File: src/prfi_pkg.sv
// constants, register map and types for the stage input-processing block
package prfi_pkg;

   // register byte offsets on the AXI4-Lite slave
   localparam logic [7:0] OFS_CTRL    = 8'h00;
   localparam logic [7:0] OFS_DT_A    = 8'h04;
   localparam logic [7:0] OFS_OT_A    = 8'h08;
   localparam logic [7:0] OFS_DT_B    = 8'h0c;
   localparam logic [7:0] OFS_OT_B    = 8'h10;
   localparam logic [7:0] OFS_INCTL_A = 8'h14;
   localparam logic [7:0] OFS_INCTL_B = 8'h18;
   localparam logic [7:0] OFS_STATUS  = 8'h1c;

   // stage control register fields
   localparam int CTRL_RUN_POS   = 0;
   localparam int CTRL_RMODE_POS = 1;

   // input control register fields
   localparam int INC_MODE_POS = 0;
   localparam int INC_POL_POS  = 4;
   localparam int INC_FILT_POS = 5;
   localparam int INC_KILL_POS = 6;
   localparam int INC_SRC_POS  = 7;
   localparam int INC_W        = 8;

   // status register fields
   localparam int ST_CNT_POS   = 0;
   localparam int ST_PHASE_POS = 12;
   localparam int ST_HOLD_POS  = 14;
   localparam int ST_ACT_POS   = 16;
   localparam int ST_RUN_POS   = 18;

   // reset values
   localparam logic [11:0]      LEN_RST   = 12'h001;
   localparam logic [INC_W-1:0] INCTL_RST = 8'h00;

   // filter span in stage-clock cycles
   localparam int FILTER_LEN = 4;

   // input mode codes
   localparam logic [3:0] IM_NONE   = 4'h0;
   localparam logic [3:0] IM_WAIT   = 4'h1;
   localparam logic [3:0] IM_EXEC   = 4'h2;
   localparam logic [3:0] IM_LOOP   = 4'h3;
   localparam logic [3:0] IM_DEACT  = 4'h4;
   localparam logic [3:0] IM_STOPDT = 4'h5;
   localparam logic [3:0] IM_JUMPW  = 4'h6;
   localparam logic [3:0] IM_HALT   = 4'h7;
   localparam logic [3:0] IM_EDGE   = 4'h8;
   localparam logic [3:0] IM_FIXED  = 4'h9;
   localparam logic [3:0] IM_FIXDE  = 4'he;

   localparam logic [1:0] RESP_OKAY   = 2'h0;
   localparam logic [1:0] RESP_SLVERR = 2'h2;

   typedef enum logic [1:0] {
      RM_ONE_RAMP  = 2'b00,
      RM_TWO_RAMP  = 2'b01,
      RM_FOUR_RAMP = 2'b10,
      RM_CENTERED  = 2'b11
   } prfi_rmode_type;

   typedef enum logic [1:0] {
      PH_DEAD_A = 2'b00,
      PH_ON_A   = 2'b01,
      PH_DEAD_B = 2'b10,
      PH_ON_B   = 2'b11
   } prfi_phase_type;

endpackage

File: src/prfi_top.sv
// dead-time pwm stage with retrigger/fault input processing and AXI4-Lite registers
`timescale 1ns/1ns

// Function
// - halves A and B each own one input path and control register
// - centered mode ignores retrigger events on both inputs
// - two/four ramp: retrigger ends own cycle, starts opposite cycle at once
// - one ramp: retrigger clears stage counter to zero
// - input A can end output A early; input B output B
// - input inactive, level or edge acting; source comparator or pin
// - filter enable inserts four-cycle digital filter, else bypassed
// - async kill bit lets input drop outputs without clock
// - polarity set: rising edge / high level; clear: falling / low
// - two/four ramp: A only in dead/on time A, B in B
// - one ramp: either input acts across whole ramp
// - four-bit mode field: 0 none, 1..9 modes, 14 mode fourteen
// - mode 1 A: drop output A, wait inactive, then dead/on B
// - mode 1 B: drop output B, wait inactive, then dead/on A
// - mode 2 A: drop A, run dead/on B, then wait A inactive
// - mode 2 B: drop B, run dead/on A, then wait B inactive
// - mode 3 A: drop A, repeat dead B, on B, dead A while active
// - mode 3 B: drop B, repeat dead A, on A, dead B while active
// - modes 2 and 3 always finish the opposite sub-cycle
// - mode 7 event halts stage until software sets run bit
// - edge modes accept event only during corresponding on time
module prfi_top #(
   parameter int CNT_W = 12
) (
   input  wire logic        REF_CLK_IN,
   input  wire logic        RESET_N_IN,
   input  wire logic [1:0]  COMPARATOR_IN,
   input  wire logic [1:0]  EXTERNAL_INPUT_PIN_IN,
   output logic             STAGE_OUTPUT_A_OUT,
   output logic             STAGE_OUTPUT_B_OUT,
   input  wire logic [7:0]  S_AXI_AWADDR_IN,
   input  wire logic        S_AXI_AWVALID_IN,
   output logic             S_AXI_AWREADY_OUT,
   input  wire logic [31:0] S_AXI_WDATA_IN,
   input  wire logic [3:0]  S_AXI_WSTRB_IN,
   input  wire logic        S_AXI_WVALID_IN,
   output logic             S_AXI_WREADY_OUT,
   output logic [1:0]       S_AXI_BRESP_OUT,
   output logic             S_AXI_BVALID_OUT,
   input  wire logic        S_AXI_BREADY_IN,
   input  wire logic [7:0]  S_AXI_ARADDR_IN,
   input  wire logic        S_AXI_ARVALID_IN,
   output logic             S_AXI_ARREADY_OUT,
   output logic [31:0]      S_AXI_RDATA_OUT,
   output logic [1:0]       S_AXI_RRESP_OUT,
   output logic             S_AXI_RVALID_OUT,
   input  wire logic        S_AXI_RREADY_IN
);

   localparam int FL = prfi_pkg::FILTER_LEN;

   logic                         run_ff;
   prfi_pkg::prfi_rmode_type     rmode_ff;
   logic [CNT_W-1:0]             len_ff [4];
   logic [prfi_pkg::INC_W-1:0]   inctl_ff [2];
   prfi_pkg::prfi_phase_type     phase_ff;
   prfi_pkg::prfi_phase_type     nxt_phase;
   logic [CNT_W-1:0]             cnt_ff;
   logic [CNT_W-1:0]             nxt_cnt;
   logic [1:0]                   hold_ff;
   logic [1:0]                   nxt_hold;
   logic [1:0]                   pend_ff;
   logic [1:0]                   nxt_pend;
   logic [1:0]                   loop_ff;
   logic [1:0]                   nxt_loop;
   logic [1:0]                   mask_ff;
   logic [1:0]                   nxt_mask;
   logic [FL-1:0]                hist_ff [2];
   logic [1:0]                   filt_ff;
   logic [1:0]                   act_d_ff;
   logic [1:0]                   src;
   logic [1:0]                   act;
   logic [1:0]                   win;
   logic [1:0]                   evt;
   logic [1:0]                   lvl_mask;
   logic [1:0]                   kill;
   logic                         kill_n;
   logic                         stop_req;
   logic                         phase_end;
   logic [CNT_W-1:0]             len_cur;
   logic [7:0]                   awaddr_ff;
   logic [31:0]                  wdata_ff;
   logic [3:0]                   wstrb_ff;
   logic                         do_write;
   logic                         wr_hit;
   logic [31:0]                  rd_data;
   logic                         rd_hit;

   function automatic prfi_pkg::prfi_phase_type next_phase(input prfi_pkg::prfi_phase_type p);
      case (p)
         prfi_pkg::PH_DEAD_A: next_phase = prfi_pkg::PH_ON_A;
         prfi_pkg::PH_ON_A:   next_phase = prfi_pkg::PH_DEAD_B;
         prfi_pkg::PH_DEAD_B: next_phase = prfi_pkg::PH_ON_B;
         default:             next_phase = prfi_pkg::PH_DEAD_A;
      endcase
   endfunction

   function automatic prfi_pkg::prfi_phase_type own_dt(input logic i);
      own_dt = i ? prfi_pkg::PH_DEAD_B : prfi_pkg::PH_DEAD_A;
   endfunction

   function automatic prfi_pkg::prfi_phase_type own_on(input logic i);
      own_on = i ? prfi_pkg::PH_ON_B : prfi_pkg::PH_ON_A;
   endfunction

   function automatic prfi_pkg::prfi_phase_type opp_dt(input logic i);
      opp_dt = i ? prfi_pkg::PH_DEAD_A : prfi_pkg::PH_DEAD_B;
   endfunction

   function automatic prfi_pkg::prfi_phase_type opp_on(input logic i);
      opp_on = i ? prfi_pkg::PH_ON_A : prfi_pkg::PH_ON_B;
   endfunction

   function automatic logic [31:0] merge(input logic [31:0] old, input logic [31:0] d,
                                         input logic [3:0] s);
      logic [31:0] r;
      r = old;
      for (int b = 0; b < 4; b++)
      begin
         if (s[b])
         begin
            r[8*b +: 8] = d[8*b +: 8];
         end
      end
      merge = r;
   endfunction

   // input conditioning, one lane per half
   always_comb
   begin
      for (int i = 0; i < 2; i++)
      begin
         logic [3:0] m;
         logic       fv;
         logic       pol;
         m        = inctl_ff[i][prfi_pkg::INC_MODE_POS +: 4];
         pol      = inctl_ff[i][prfi_pkg::INC_POL_POS];
         src[i]   = inctl_ff[i][prfi_pkg::INC_SRC_POS] ? EXTERNAL_INPUT_PIN_IN[i]
                                                       : COMPARATOR_IN[i];
         fv       = inctl_ff[i][prfi_pkg::INC_FILT_POS] ? filt_ff[i] : src[i];
         act[i]   = (fv == pol);
         kill[i]  = inctl_ff[i][prfi_pkg::INC_KILL_POS] & (src[i] == pol);
         case (rmode_ff)
            prfi_pkg::RM_ONE_RAMP: win[i] = 1'b1;
            prfi_pkg::RM_CENTERED: win[i] = 1'b1;
            default:               win[i] = (phase_ff == own_dt(i[0]))
                                            || (phase_ff == own_on(i[0]));
         endcase
         case (m)
            prfi_pkg::IM_WAIT, prfi_pkg::IM_EXEC, prfi_pkg::IM_LOOP,
            prfi_pkg::IM_JUMPW:
               evt[i] = act[i] && (rmode_ff != prfi_pkg::RM_CENTERED);
            prfi_pkg::IM_HALT:
               evt[i] = act[i];
            prfi_pkg::IM_EDGE, prfi_pkg::IM_FIXED:
               evt[i] = act[i] && !act_d_ff[i] && (phase_ff == own_on(i[0]))
                        && (rmode_ff != prfi_pkg::RM_CENTERED);
            default:
               evt[i] = 1'b0;
         endcase
         evt[i] = evt[i] && win[i] && run_ff && (hold_ff == 2'b00)
                  && !pend_ff[i] && !loop_ff[i];
         case (m)
            prfi_pkg::IM_DEACT, prfi_pkg::IM_STOPDT:
               lvl_mask[i] = act[i] && win[i];
            prfi_pkg::IM_FIXDE:
               lvl_mask[i] = act[i] && win[i] && (rmode_ff != prfi_pkg::RM_CENTERED);
            default:
               lvl_mask[i] = 1'b0;
         endcase
      end
   end

   // filter needs the full history equal before the output moves
   always_ff @(posedge REF_CLK_IN or negedge RESET_N_IN)
   begin
      if (!RESET_N_IN)
      begin
         for (int i = 0; i < 2; i++)
         begin
            hist_ff[i] <= '0;
         end
         filt_ff  <= 2'b00;
         act_d_ff <= 2'b00;
      end
      else
      begin
         for (int i = 0; i < 2; i++)
         begin
            hist_ff[i] <= {hist_ff[i][FL-2:0], src[i]};
            if (&hist_ff[i])
            begin
               filt_ff[i] <= 1'b1;
            end
            else if (~|hist_ff[i])
            begin
               filt_ff[i] <= 1'b0;
            end
         end
         act_d_ff <= act;
      end
   end

   assign len_cur   = len_ff[phase_ff];
   assign phase_end = (len_cur == '0) || (cnt_ff >= len_cur - 1'b1);

   // sequencer: counter, phase and the per-input wait/loop bookkeeping
   always_comb
   begin
      nxt_phase = phase_ff;
      nxt_cnt   = cnt_ff;
      nxt_hold  = hold_ff;
      nxt_pend  = pend_ff;
      nxt_loop  = loop_ff;
      nxt_mask  = mask_ff;
      stop_req  = 1'b0;
      if (run_ff && (hold_ff == 2'b00))
      begin
         if (phase_end)
         begin
            nxt_cnt   = '0;
            nxt_phase = next_phase(phase_ff);
         end
         else
         begin
            nxt_cnt = cnt_ff + 1'b1;
         end
         for (int i = 0; i < 2; i++)
         begin
            if (pend_ff[i] && phase_end && (phase_ff == opp_on(i[0])))
            begin
               nxt_pend[i] = 1'b0;
               nxt_hold[i] = act[i];
            end
            if (loop_ff[i] && phase_end && (phase_ff == own_dt(i[0])))
            begin
               if (act[i])
               begin
                  nxt_phase = opp_dt(i[0]);
               end
               else
               begin
                  nxt_loop[i] = 1'b0;
               end
            end
         end
      end
      for (int i = 0; i < 2; i++)
      begin
         if (hold_ff[i] && !act[i])
         begin
            nxt_hold[i] = 1'b0;
         end
         if (nxt_phase != own_on(i[0]))
         begin
            nxt_mask[i] = 1'b0;
         end
         if (evt[i])
         begin
            case (inctl_ff[i][prfi_pkg::INC_MODE_POS +: 4])
               prfi_pkg::IM_HALT:
                  stop_req = 1'b1;
               prfi_pkg::IM_FIXED:
                  nxt_mask[i] = 1'b1;
               default:
               begin
                  nxt_cnt = '0;
                  nxt_phase = (rmode_ff == prfi_pkg::RM_ONE_RAMP) ? prfi_pkg::PH_DEAD_A
                                                                 : opp_dt(i[0]);
                  case (inctl_ff[i][prfi_pkg::INC_MODE_POS +: 4])
                     prfi_pkg::IM_WAIT, prfi_pkg::IM_JUMPW: nxt_hold[i] = 1'b1;
                     prfi_pkg::IM_EXEC: nxt_pend[i] = 1'b1;
                     prfi_pkg::IM_LOOP: nxt_loop[i] = 1'b1;
                     default:           nxt_hold[i] = 1'b0;
                  endcase
               end
            endcase
         end
      end
   end

   always_ff @(posedge REF_CLK_IN or negedge RESET_N_IN)
   begin
      if (!RESET_N_IN)
      begin
         phase_ff <= prfi_pkg::PH_DEAD_A;
         cnt_ff   <= '0;
         hold_ff  <= 2'b00;
         pend_ff  <= 2'b00;
         loop_ff  <= 2'b00;
         mask_ff  <= 2'b00;
      end
      else
      begin
         phase_ff <= nxt_phase;
         cnt_ff   <= nxt_cnt;
         hold_ff  <= nxt_hold;
         pend_ff  <= nxt_pend;
         loop_ff  <= nxt_loop;
         mask_ff  <= nxt_mask;
      end
   end

   // kill path is combinational from the selected pin or comparator, so glitches on a killing input drop the outputs
   assign kill_n = RESET_N_IN & ~kill[0] & ~kill[1];

   always_ff @(posedge REF_CLK_IN or negedge kill_n)
   begin
      if (!kill_n)
      begin
         STAGE_OUTPUT_A_OUT <= 1'b0;
         STAGE_OUTPUT_B_OUT <= 1'b0;
      end
      else
      begin
         STAGE_OUTPUT_A_OUT <= run_ff && !stop_req && (nxt_phase == prfi_pkg::PH_ON_A)
                               && (nxt_hold == 2'b00) && !nxt_mask[0] && !lvl_mask[0];
         STAGE_OUTPUT_B_OUT <= run_ff && !stop_req && (nxt_phase == prfi_pkg::PH_ON_B)
                               && (nxt_hold == 2'b00) && !nxt_mask[1] && !lvl_mask[1];
      end
   end

   // AXI4-Lite write channel: address and data taken in either order
   assign do_write = !S_AXI_AWREADY_OUT && !S_AXI_WREADY_OUT && !S_AXI_BVALID_OUT;
   assign wr_hit   = (awaddr_ff[7:2] <= prfi_pkg::OFS_INCTL_B[7:2]);

   always_ff @(posedge REF_CLK_IN or negedge RESET_N_IN)
   begin
      if (!RESET_N_IN)
      begin
         S_AXI_AWREADY_OUT <= 1'b1;
         S_AXI_WREADY_OUT  <= 1'b1;
         S_AXI_BVALID_OUT  <= 1'b0;
         S_AXI_BRESP_OUT   <= prfi_pkg::RESP_OKAY;
         awaddr_ff         <= 8'h00;
         wdata_ff          <= 32'h0000_0000;
         wstrb_ff          <= 4'h0;
      end
      else
      begin
         if (S_AXI_AWVALID_IN && S_AXI_AWREADY_OUT)
         begin
            awaddr_ff         <= S_AXI_AWADDR_IN;
            S_AXI_AWREADY_OUT <= 1'b0;
         end
         if (S_AXI_WVALID_IN && S_AXI_WREADY_OUT)
         begin
            wdata_ff         <= S_AXI_WDATA_IN;
            wstrb_ff         <= S_AXI_WSTRB_IN;
            S_AXI_WREADY_OUT <= 1'b0;
         end
         if (do_write)
         begin
            S_AXI_BVALID_OUT <= 1'b1;
            S_AXI_BRESP_OUT  <= wr_hit ? prfi_pkg::RESP_OKAY : prfi_pkg::RESP_SLVERR;
         end
         if (S_AXI_BVALID_OUT && S_AXI_BREADY_IN)
         begin
            S_AXI_BVALID_OUT  <= 1'b0;
            S_AXI_AWREADY_OUT <= 1'b1;
            S_AXI_WREADY_OUT  <= 1'b1;
         end
      end
   end

   // register storage; a software run write beats a same-cycle halt
   always_ff @(posedge REF_CLK_IN or negedge RESET_N_IN)
   begin
      if (!RESET_N_IN)
      begin
         run_ff   <= 1'b0;
         rmode_ff <= prfi_pkg::RM_ONE_RAMP;
         for (int k = 0; k < 4; k++)
         begin
            len_ff[k] <= prfi_pkg::LEN_RST[CNT_W-1:0];
         end
         for (int i = 0; i < 2; i++)
         begin
            inctl_ff[i] <= prfi_pkg::INCTL_RST;
         end
      end
      else
      begin
         if (do_write && (awaddr_ff[7:2] == prfi_pkg::OFS_CTRL[7:2]) && wstrb_ff[0])
         begin
            run_ff   <= wdata_ff[prfi_pkg::CTRL_RUN_POS];
            rmode_ff <= prfi_pkg::prfi_rmode_type'(wdata_ff[prfi_pkg::CTRL_RMODE_POS +: 2]);
         end
         else if (stop_req)
         begin
            run_ff <= 1'b0;
         end
         for (int k = 0; k < 4; k++)
         begin
            if (do_write && (awaddr_ff[7:2] == 6'(k + 1)))
            begin
               len_ff[k] <= CNT_W'(merge(32'(len_ff[k]), wdata_ff, wstrb_ff));
            end
         end
         for (int i = 0; i < 2; i++)
         begin
            if (do_write && (awaddr_ff[7:2] == 6'(i + 5)) && wstrb_ff[0])
            begin
               inctl_ff[i] <= wdata_ff[prfi_pkg::INC_W-1:0];
            end
         end
      end
   end

   // read mux; unmapped words read zero with SLVERR
   always_comb
   begin
      rd_data = 32'h0000_0000;
      rd_hit  = 1'b1;
      case (S_AXI_ARADDR_IN[7:2])
         prfi_pkg::OFS_CTRL[7:2]:
         begin
            rd_data[prfi_pkg::CTRL_RUN_POS]       = run_ff;
            rd_data[prfi_pkg::CTRL_RMODE_POS +: 2] = rmode_ff;
         end
         prfi_pkg::OFS_DT_A[7:2]:    rd_data[CNT_W-1:0] = len_ff[0];
         prfi_pkg::OFS_OT_A[7:2]:    rd_data[CNT_W-1:0] = len_ff[1];
         prfi_pkg::OFS_DT_B[7:2]:    rd_data[CNT_W-1:0] = len_ff[2];
         prfi_pkg::OFS_OT_B[7:2]:    rd_data[CNT_W-1:0] = len_ff[3];
         prfi_pkg::OFS_INCTL_A[7:2]: rd_data[prfi_pkg::INC_W-1:0] = inctl_ff[0];
         prfi_pkg::OFS_INCTL_B[7:2]: rd_data[prfi_pkg::INC_W-1:0] = inctl_ff[1];
         prfi_pkg::OFS_STATUS[7:2]:
         begin
            rd_data[prfi_pkg::ST_CNT_POS +: CNT_W] = cnt_ff;
            rd_data[prfi_pkg::ST_PHASE_POS +: 2]   = phase_ff;
            rd_data[prfi_pkg::ST_HOLD_POS +: 2]    = hold_ff;
            rd_data[prfi_pkg::ST_ACT_POS +: 2]     = act;
            rd_data[prfi_pkg::ST_RUN_POS]          = run_ff;
         end
         default: rd_hit = 1'b0;
      endcase
   end

   always_ff @(posedge REF_CLK_IN or negedge RESET_N_IN)
   begin
      if (!RESET_N_IN)
      begin
         S_AXI_ARREADY_OUT <= 1'b1;
         S_AXI_RVALID_OUT  <= 1'b0;
         S_AXI_RDATA_OUT   <= 32'h0000_0000;
         S_AXI_RRESP_OUT   <= prfi_pkg::RESP_OKAY;
      end
      else
      begin
         if (S_AXI_ARVALID_IN && S_AXI_ARREADY_OUT)
         begin
            S_AXI_ARREADY_OUT <= 1'b0;
            S_AXI_RVALID_OUT  <= 1'b1;
            S_AXI_RDATA_OUT   <= rd_data;
            S_AXI_RRESP_OUT   <= rd_hit ? prfi_pkg::RESP_OKAY : prfi_pkg::RESP_SLVERR;
         end
         else if (S_AXI_RVALID_OUT && S_AXI_RREADY_IN)
         begin
            S_AXI_RVALID_OUT  <= 1'b0;
            S_AXI_ARREADY_OUT <= 1'b1;
         end
      end
   end

endmodule

File: config.mk
export PLATFORM = sky130hd
export DESIGN_NAME = prfi_top
export DESIGN_NICKNAME = d
export VERILOG_FILES = /design/src/prfi_pkg.sv /design/src/prfi_top.sv
export SDC_FILE = /design/constraint.sdc
export NUM_CORES = 1
export LEC_CHECK = 0
export BUFFER_PORTS_ARGS = -buffer_cell sky130_fd_sc_hd__buf_2
export CORE_ASPECT_RATIO = 1.4
export CORE_MARGIN = 2
export CORE_UTILIZATION = 32
export CTS_CLUSTER_SIZE = 12
export DETAILED_ROUTE_END_ITERATION = 12
export SLEW_MARGIN = 20
export SYNTH_ARGS = -nofsm -noshare
export SYNTH_HDL_FRONTEND = slang
export SYNTH_SLANG_ARGS = --single-unit
File: constraint.sdc
create_clock -name REF_CLK_IN -period 1.25 [get_ports REF_CLK_IN]
set_clock_uncertainty 0.15 [all_clocks]
set_input_delay 0.0625 -clock REF_CLK_IN [delete_from_list [all_inputs] [get_ports REF_CLK_IN]]
set_output_delay 0.0625 -clock REF_CLK_IN [all_outputs]
set_load 0.02 [all_outputs]
# After elaboration in Yosys (flattened, before gate mapping)
# Index checks and enable logic that the tools add are counted.
dict set report word_totals {
  ff_bits 153
  output_inout_bits 43
}
dict set report classes {
  eq_ne 48
  n_bitwise 7
  n_reduce_logical 116
  order_cmp 3
  n_addsub 2
  muxes 95
}
# operator n
set op_table {}
lappend op_table {{2-to-1 mux 12 bit} 8}
lappend op_table {{logical AND 1 bit} 59}
lappend op_table {{2-to-1 mux 1 bit} 59}
lappend op_table {{== test 6 x 3 -> 1 bit (second input constant)} 7}
lappend op_table {{case mux 5 bit (7 select lines)} 1}
lappend op_table {{== test 4 x 3 -> 1 bit (second input constant)} 8}
lappend op_table {{2-to-1 mux 2 bit} 16}
lappend op_table {{binary-select mux 12 bit (select 2 bit)} 1}
lappend op_table {{== test 4 bit (second input constant)} 6}
lappend op_table {{== test 6 x 2 -> 1 bit (second input constant)} 4}
lappend op_table {{case mux 3 bit (8 select lines)} 1}
lappend op_table {{OR reduction 2 bit} 11}
lappend op_table {{case mux 4 bit (5 select lines)} 1}
lappend op_table {{== test 4 x 2 -> 1 bit (second input constant)} 4}
lappend op_table {{zero test 1 bit} 16}
lappend op_table {{AND reduction 2 bit} 8}
lappend op_table {{OR reduction 4 bit} 4}
lappend op_table {{adder 12 x 1 -> 12 bit (second input constant)} 1}
lappend op_table {{== test 6 x 1 -> 1 bit (second input constant)} 2}
lappend op_table {{>= comparator 12 bit} 1}
lappend op_table {{zero test 12 bit} 1}
lappend op_table {{zero test 6 bit} 2}
lappend op_table {{subtractor 12 x 1 -> 12 bit (second input constant)} 1}
lappend op_table {{nonzero test 2 bit} 5}
lappend op_table {{other kinds (19)} 44}

# Longest topological paths before layout
dict set report depth {
  depth_word 22
  ltp_mapped 18
  depth_no_buf 15
}

# Least setup slack after synthesis
# No wires, ideal clock.
dict set report synth_timing {
  path_type {reg-to-reg}
  from {reg phase_ff[1]}
  to {reg STAGE_OUTPUT_B_OUT}
  required_ns 1.005
  path_buffers 3
  arrival_time_ns 3.958
  stages_incl_launch_ff 18
  slack_ns -2.953
  period_less_slack_ns 4.203
  path_cell_list {dfrtp_1 > clkbuf_1 > buf_1 > mux4_2 > nor2_1 > nand3b_4 > nor2_1 > xnor2_1 > ha_1 > a21o_1 > a21o_1 > a21oi_1 > o21ai_0 > a21o_1 > buf_6 > a211o_1 > or4_4 > nor4b_2}
}
dict set report synth_between {
  elab_chain_cells 22
  elab_cells_between_ends 82
  classes_between {add/sub (1); order compare (1); eq/ne (5); mux (36); bitwise (1); reduce/logical (38)}
}
# item line_no
set synth_lines {}
lappend synth_lines {{from (decl)} prfi_top.sv:60} ;# prfi_pkg::prfi_phase_type phase_ff;
lappend synth_lines {{from (signal assigned)} prfi_top.sv:290} ;# phase_ff <= prfi_pkg::PH_DEAD_A;
lappend synth_lines {{from (signal assigned)} prfi_top.sv:299} ;# phase_ff <= nxt_phase;
lappend synth_lines {{NOT 2 -> 3 bit (not written as such)} prfi_top.sv:208} ;# assign len_cur = len_ff[phase_ff];
lappend synth_lines {{binary-select mux 12 bit (select 2 bit)} prfi_top.sv:208}
lappend synth_lines {{2-to-1 mux 12 bit (not written as such) (2 in a row)} prfi_top.sv:208}
lappend synth_lines {{subtractor 12 x 1 -> 12 bit} prfi_top.sv:209} ;# assign phase_end = (len_cur == '0) || (cnt_ff >= len_cur - 1'b1);
lappend synth_lines {{>= comparator 12 bit} prfi_top.sv:209}
lappend synth_lines {{logical OR 1 bit} prfi_top.sv:209}
lappend synth_lines {{2-to-1 mux 2 bit or logical AND 1 bit (tied branches)} {prfi_top.sv:223, prfi_top.sv:239}}
lappend synth_lines {{2-to-1 mux 2 bit or logical AND 1 bit (tied branches)} {prfi_top.sv:241, prfi_top.sv:239}}
lappend synth_lines {{[... 5 more ...]} --}
lappend synth_lines {{2-to-1 mux 2 bit} prfi_top.sv:262} ;# if (evt[i])
lappend synth_lines {{inequality test 2 bit or 2-to-1 mux 2 bit (tied branches)} {prfi_top.sv:258, prfi_top.sv:264}}
lappend synth_lines {{2-to-1 mux 1 bit or 2-to-1 mux 2 bit (tied branches)} {prfi_top.sv:258, prfi_top.sv:262}}
lappend synth_lines {{2-to-1 mux 1 bit or == test 2 bit (tied branches)} {prfi_top.sv:264, prfi_top.sv:322}}
lappend synth_lines {{2-to-1 mux 1 bit or logical AND 1 bit (tied branches)} {prfi_top.sv:262, prfi_top.sv:322}}
lappend synth_lines {{zero test 1 bit or logical AND 1 bit (tied branches)} prfi_top.sv:323} ;# && (nxt_hold == 2'b00) && !nxt_mask[1] && !lvl_mask[1];
lappend synth_lines {{logical AND 1 bit} prfi_top.sv:323}
lappend synth_lines {{logical AND 1 bit *} prfi_top.sv:323}
lappend synth_lines {{to (signal assigned)} prfi_top.sv:322} ;# STAGE_OUTPUT_B_OUT <= run_ff && !stop_req && (nxt_phase == prfi_pkg::PH_ON_B)
lappend synth_lines {{to (decl)} prfi_top.sv:34} ;# output logic STAGE_OUTPUT_B_OUT,
# Every way passes the cells marked *; elsewhere a longest branch is shown, timed or not. The select of a mux whose other input is x is not followed.
# A chain may end at the register's enable or synchronous reset.

# Worst setup path after layout
dict set report layout_timing {
  from {reg phase_ff[0]}
  to {reg STAGE_OUTPUT_B_OUT}
}
# Same word-level chain as after synthesis.

==> implementation parameters <==
Parameter                              Value

Run status
  Outcome ... finished, violations left
  Failing checks ... negative hold slack, negative setup slack

Setup path
  Worst path required time ... 1.44 ns
  Crit Reg-Reg Endpoint ... STAGE_OUTPUT_B_OUT$_DFF_PN0_
  Combined buffer and inverter count along the critical path ... 2
  Worst path most repeated cell ... a21o_1
  Worst Setup End Kind ... flop
  Highest cell delay on the worst timing path ... 0.55 ns
  Cell-by-cell trace of the critical path ... buf_6, mux4_2, nor2_1, buf_4, nand3b_4, nor2_2, xnor2_1, ha_1, a21o_1, a21o_1, a21oi_2, o21ai_2, a21o_1, mux2i_1, or4_4, nor4b_4
  Cell with the largest stage delay on the worst path ... or4_4
  Register-to-register setup slack ... -2.73 ns
  Element type at the critical path start ... flop
  Count of cells along the worst register-to-register path ... 16
  Family with the most delay on the worst path ... simple AND/OR/NAND/NOR gates
  CP Max Fanout ... 7
  R2R Path Start ... phase_ff[0]$_DFF_PN0_
  Startpoint-to-endpoint class of the critical path ... flop to flop
  Signal arrival time at the worst endpoint ... 4.17 ns

Timing
  Maximum clock frequency ... between 0.2 and 0.3 GHz
  Final max-slew violation count ... 0
  Rel. slew slack ... a little over three fifths
  RSZ-0062 raised after global routing ... true
  Minimum period implied by the final worst setup slack ... 3.98 ns
  Ratio of final minimum period to clock period ... 318%
  Setup-violating endpoint count in the final report ... 137
  Pin slew with the least headroom to its limit ... 0.550 ns
  Count of final hold-check violations ... 27
  Worst-case setup margin in the final layout ... -2.73 ns
  Fin Hold WS ... -0.131 ns

Yosys
  Yosys cell types ... 62
  Top area cells in the synthesized netlist ... dfrtp_1, mux2_2, ha_1
  Commonest cells in the synthesized netlist ... dfrtp_1, mux2_2, nand2_1
  Netlist area before placement ... slightly below 8000 um2
  Synth warnings ... 0
  Leading area contributor after synthesis ... dfrtp_1
  Fraction of post-synthesis cell area in the top cell type by area ... 45.4%
  Dominant register cell in the synthesized netlist ... dfrtp_1
  Sequential element share of the synthesized area ... 47.7%
  Syn Area/Cell ... 11.4 um2
  Fraction of synthesis flops using an asynchronous set or reset pin ... 100%
  Number of enable flip-flop cells after synthesis ... 0
  Most frequently used cell type in the post-synthesis netlist ... dfrtp_1
  Register bit count reported by yosys ... 149
  Cells after Synth ... 689

Route
  DR WL/cell ... 18.5 um
  Number of DRC violations after detailed routing ... 0
  Number of violations reported at the end of detailed-routing iteration 0 ... 298
  Post-Route WL ... between 20000 and 25000 um
  Total via count after detailed routing ... 6758
  Post-detailed-route count of antenna-violating nets ... 0
  DR pass1 iterations ... 4
  Via density per instance ... 5.01

Clock tree
  Hold bufs inserted after CTS ... 27
  Clk buf depth ... 2
  Maximum level of the CTS H-tree ... 4
  Root buffer cell ... clkbuf_16
  Clock-pin slew on the worst setup and hold paths ... approximately 0.060 ns
  Clock Sinks ... 149
  Clock latency on the worst-skew pair ... 0.43 ns
  CTS tree ... done
  Total clock buffers created by CTS ... 17

Finish
  Final net count ... 1110
  Layout fillers ... 2101
  Fin area ... 12300 um2
  Multi-input gate area in the final layout ... 4630 um2
  Number of antenna cells inserted ... 0
  Area of all sequential standard cells ... between 3000 and 4000 um2
  Share of post-route cells with drive strength above 1 ... between 50 and 60%
  Post-synthesis to final-layout area growth ... 56.5%

Floorplan
  Starting density of the core ... 32.7%
  Vertical extent of the die ... 189 um
  Horizontal extent of the die ... 136 um
  Site row count ... 67
  I/O pin count ... 106
  Area of the core ... approximately 24000 um2
  Total Die Area ... 25700 um2

Global route
  Overall global routing resource usage ... roughly 20%
  Number of global-route vias before repair ... 7153
  Number of antenna violations at the first check in global routing ... 0
  Global-route wire length before repair ... 38800 um
  Overflow left after global routing ... 0
  Largest net degree at the start of global routing ... just over 40

Place
  Weighted congestion at the end of routability-driven global placement ... 0.890
  IO Port Bufs ... 64
  Instance area after placement ... between 10000 and 15000 um2
  Final HPWL from detailed placement ... 18600 um

Pwr
  Total power consumption of the routed design ... 32.8 mW
  Net switching share of the total power ... 38.0%
  Static leakage ... 5.83 nW
  Clock share of power ... 15.8%
  Sw Pwr ... around 12 mW
  Reg power frac ... between 20% and 30%
  Worst vdd ir ... roughly 1.4 mV
  Power density cells ... 2670 nW/um2
  Internal power summed over all cells ... 20.3 mW
  Power share of the combinational group ... 59.2%

Hold path
  Hold Crit Class ... input pin to async pin

Job
  Max Cap Viol ... 0
-- layout by cell type, fill, tap and decap left out, types with 9 or more instances in the layout --
cell	netlist	layout
conb_1	1	15
xor2_1	13	12
buf_12	0	14
a21oi_2	0	9
mux2_4	0	69
nand2_1	62	50
o21ai_0	31	11
dfrtp_1	142	136
dlygate4sd3_1	0	27
a22o_1	9	9
o21ai_1	0	12
xnor2_1	11	10
ha_1	21	20
a21oi_1	18	9
buf_4	16	192
mux4_2	11	12
buf_6	2	45
nor2_4	0	9
nor2_1	54	44
mux2_2	94	25
buf_2	0	60
clkbuf_16	0	17
nand3_1	20	16
inv_1	17	13
-- flip-flops by register name (all words and copies together) (netlist names), 2 cells and up --
register / cells
phase_ff: 2
hist_ff: 8
awaddr_ff: 6
inctl_ff: 16
wdata_ff: 12
S_AXI_RDATA_OUT: 19
filt_ff: 2
wstrb_ff: 2
cnt_ff: 12
loop_ff: 2
rmode_ff: 2
act_d_ff: 2
pend_ff: 2
hold_ff: 2
mask_ff: 2
len_ff: 48
-- per-layer routing --
| metal | GRT usage (%) | part of all wire [%] |
|---|---|---|
| met5 | 0 | 0 |
| met3 | 4.02 | 3.3 |
| met1 | 21.6 | 39 |
| met2 | 35.9 | 53 |
| met4 | 11.5 | 5.2 |
-- final cells by class --
class / instances / area share [%]
multi-input combinational: 500 / 37.8
sequential: 149 / 30.6
timing repair buffer: 341 / 23.2
clock buffer: 22 / 3.71
tap: 310 / 3.17
clock inverter: 9 / 1.05
inverter: 17 / 0.521
-- kinds of logic (layout without fill, tap and decap cells) --
| family | after synthesis | count (layout) | share of synthesized area, % |
|---|---|---|---|
| AND/OR/NAND/NOR | 206 | 208 | 13.2 |
| flip-flops | 149 | 149 | 47.7 |
| multiplexers | 119 | 119 | 19.5 |
| AO/OA/AOI/OAI | 113 | 113 | 9.83 |
| buffers and inverters | 56 | 389 | 3.64 |
| XOR/XNOR | 24 | 24 | 2.68 |
| adder cells (fa/ha/maj) | 21 | 21 | 3.36 |
| other | 1 | 15 | 0.0479 |
-- worst reg2reg max path: stages (launching register included) --
cell	delay, ns
dfrtp_2	0.47
buf_6	0.18
mux4_2	0.53
nor2_1	0.15
buf_4	0.14
nand3b_4	0.08
nor2_2	0.10
xnor2_1	0.08
ha_1	0.31
a21o_1	0.17
a21o_1	0.18
a21oi_2	0.13
o21ai_2	0.10
a21o_1	0.20
mux2i_1	0.15
or4_4	0.55
nor4b_4	0.22
-- worst max-delay path by stage --
stage / start / endpoint / slack, ns / cells after the start
floorplan: phase_ff[0]$_DFF_PN0_ / STAGE_OUTPUT_B_OUT$_DFF_PN0_ / -2.74 / 16
global placement: phase_ff[0]$_DFF_PN0_ / STAGE_OUTPUT_B_OUT$_DFF_PN0_ / -2.82 / 16
detailed placement: phase_ff[0]$_DFF_PN0_ / STAGE_OUTPUT_B_OUT$_DFF_PN0_ / -2.90 / 13
CTS: phase_ff[0]$_DFF_PN0_ / STAGE_OUTPUT_B_OUT$_DFF_PN0_ / -2.73 / 14
global route: phase_ff[0]$_DFF_PN0_ / STAGE_OUTPUT_B_OUT$_DFF_PN0_ / -2.93 / 14
finish: phase_ff[0]$_DFF_PN0_ / STAGE_OUTPUT_B_OUT$_DFF_PN0_ / -2.73 / 16
-- through the flow --
stage	util, %	worst slack [ns]	hold WS (ns)	std cells	setup TNS, ns
after floorplan	-	-2.74	-0.383	703	-96.18
after global placement	44.7	-2.82	-0.179	1269	-114.70
after detailed placement	44.7	-2.90	-0.178	1269	-116.31
after CTS	49.8	-2.73	-0.184	1339	-110.03
after global routing	51.1	-2.93	-0.135	1348	-120.91
final	51.1	-2.73	-0.131	1348	-109.49
-- power groups by stage --
stage / Sequential [mW] / Combinational [mW] / Clock, mW
finish: 8.17 / 19.4 / 5.19
CTS: 8.10 / 17.8 / 5.28
detailed placement: 8.11 / 16.6 / 0
global placement: 8.08 / 16.2 / 0
floorplan: 7.94 / 9.48 / 0
global route: 8.38 / 21.0 / 5.50
-- repair_timing --
action,CTS,global route
buffers inserted,14,10
gates cloned,1,2
endpoints found under the hold margin,183,27
resized for setup,72,56
setup endpoints to repair,139,142
pin swaps,23,22
Power figures use the tool's default switching activity.
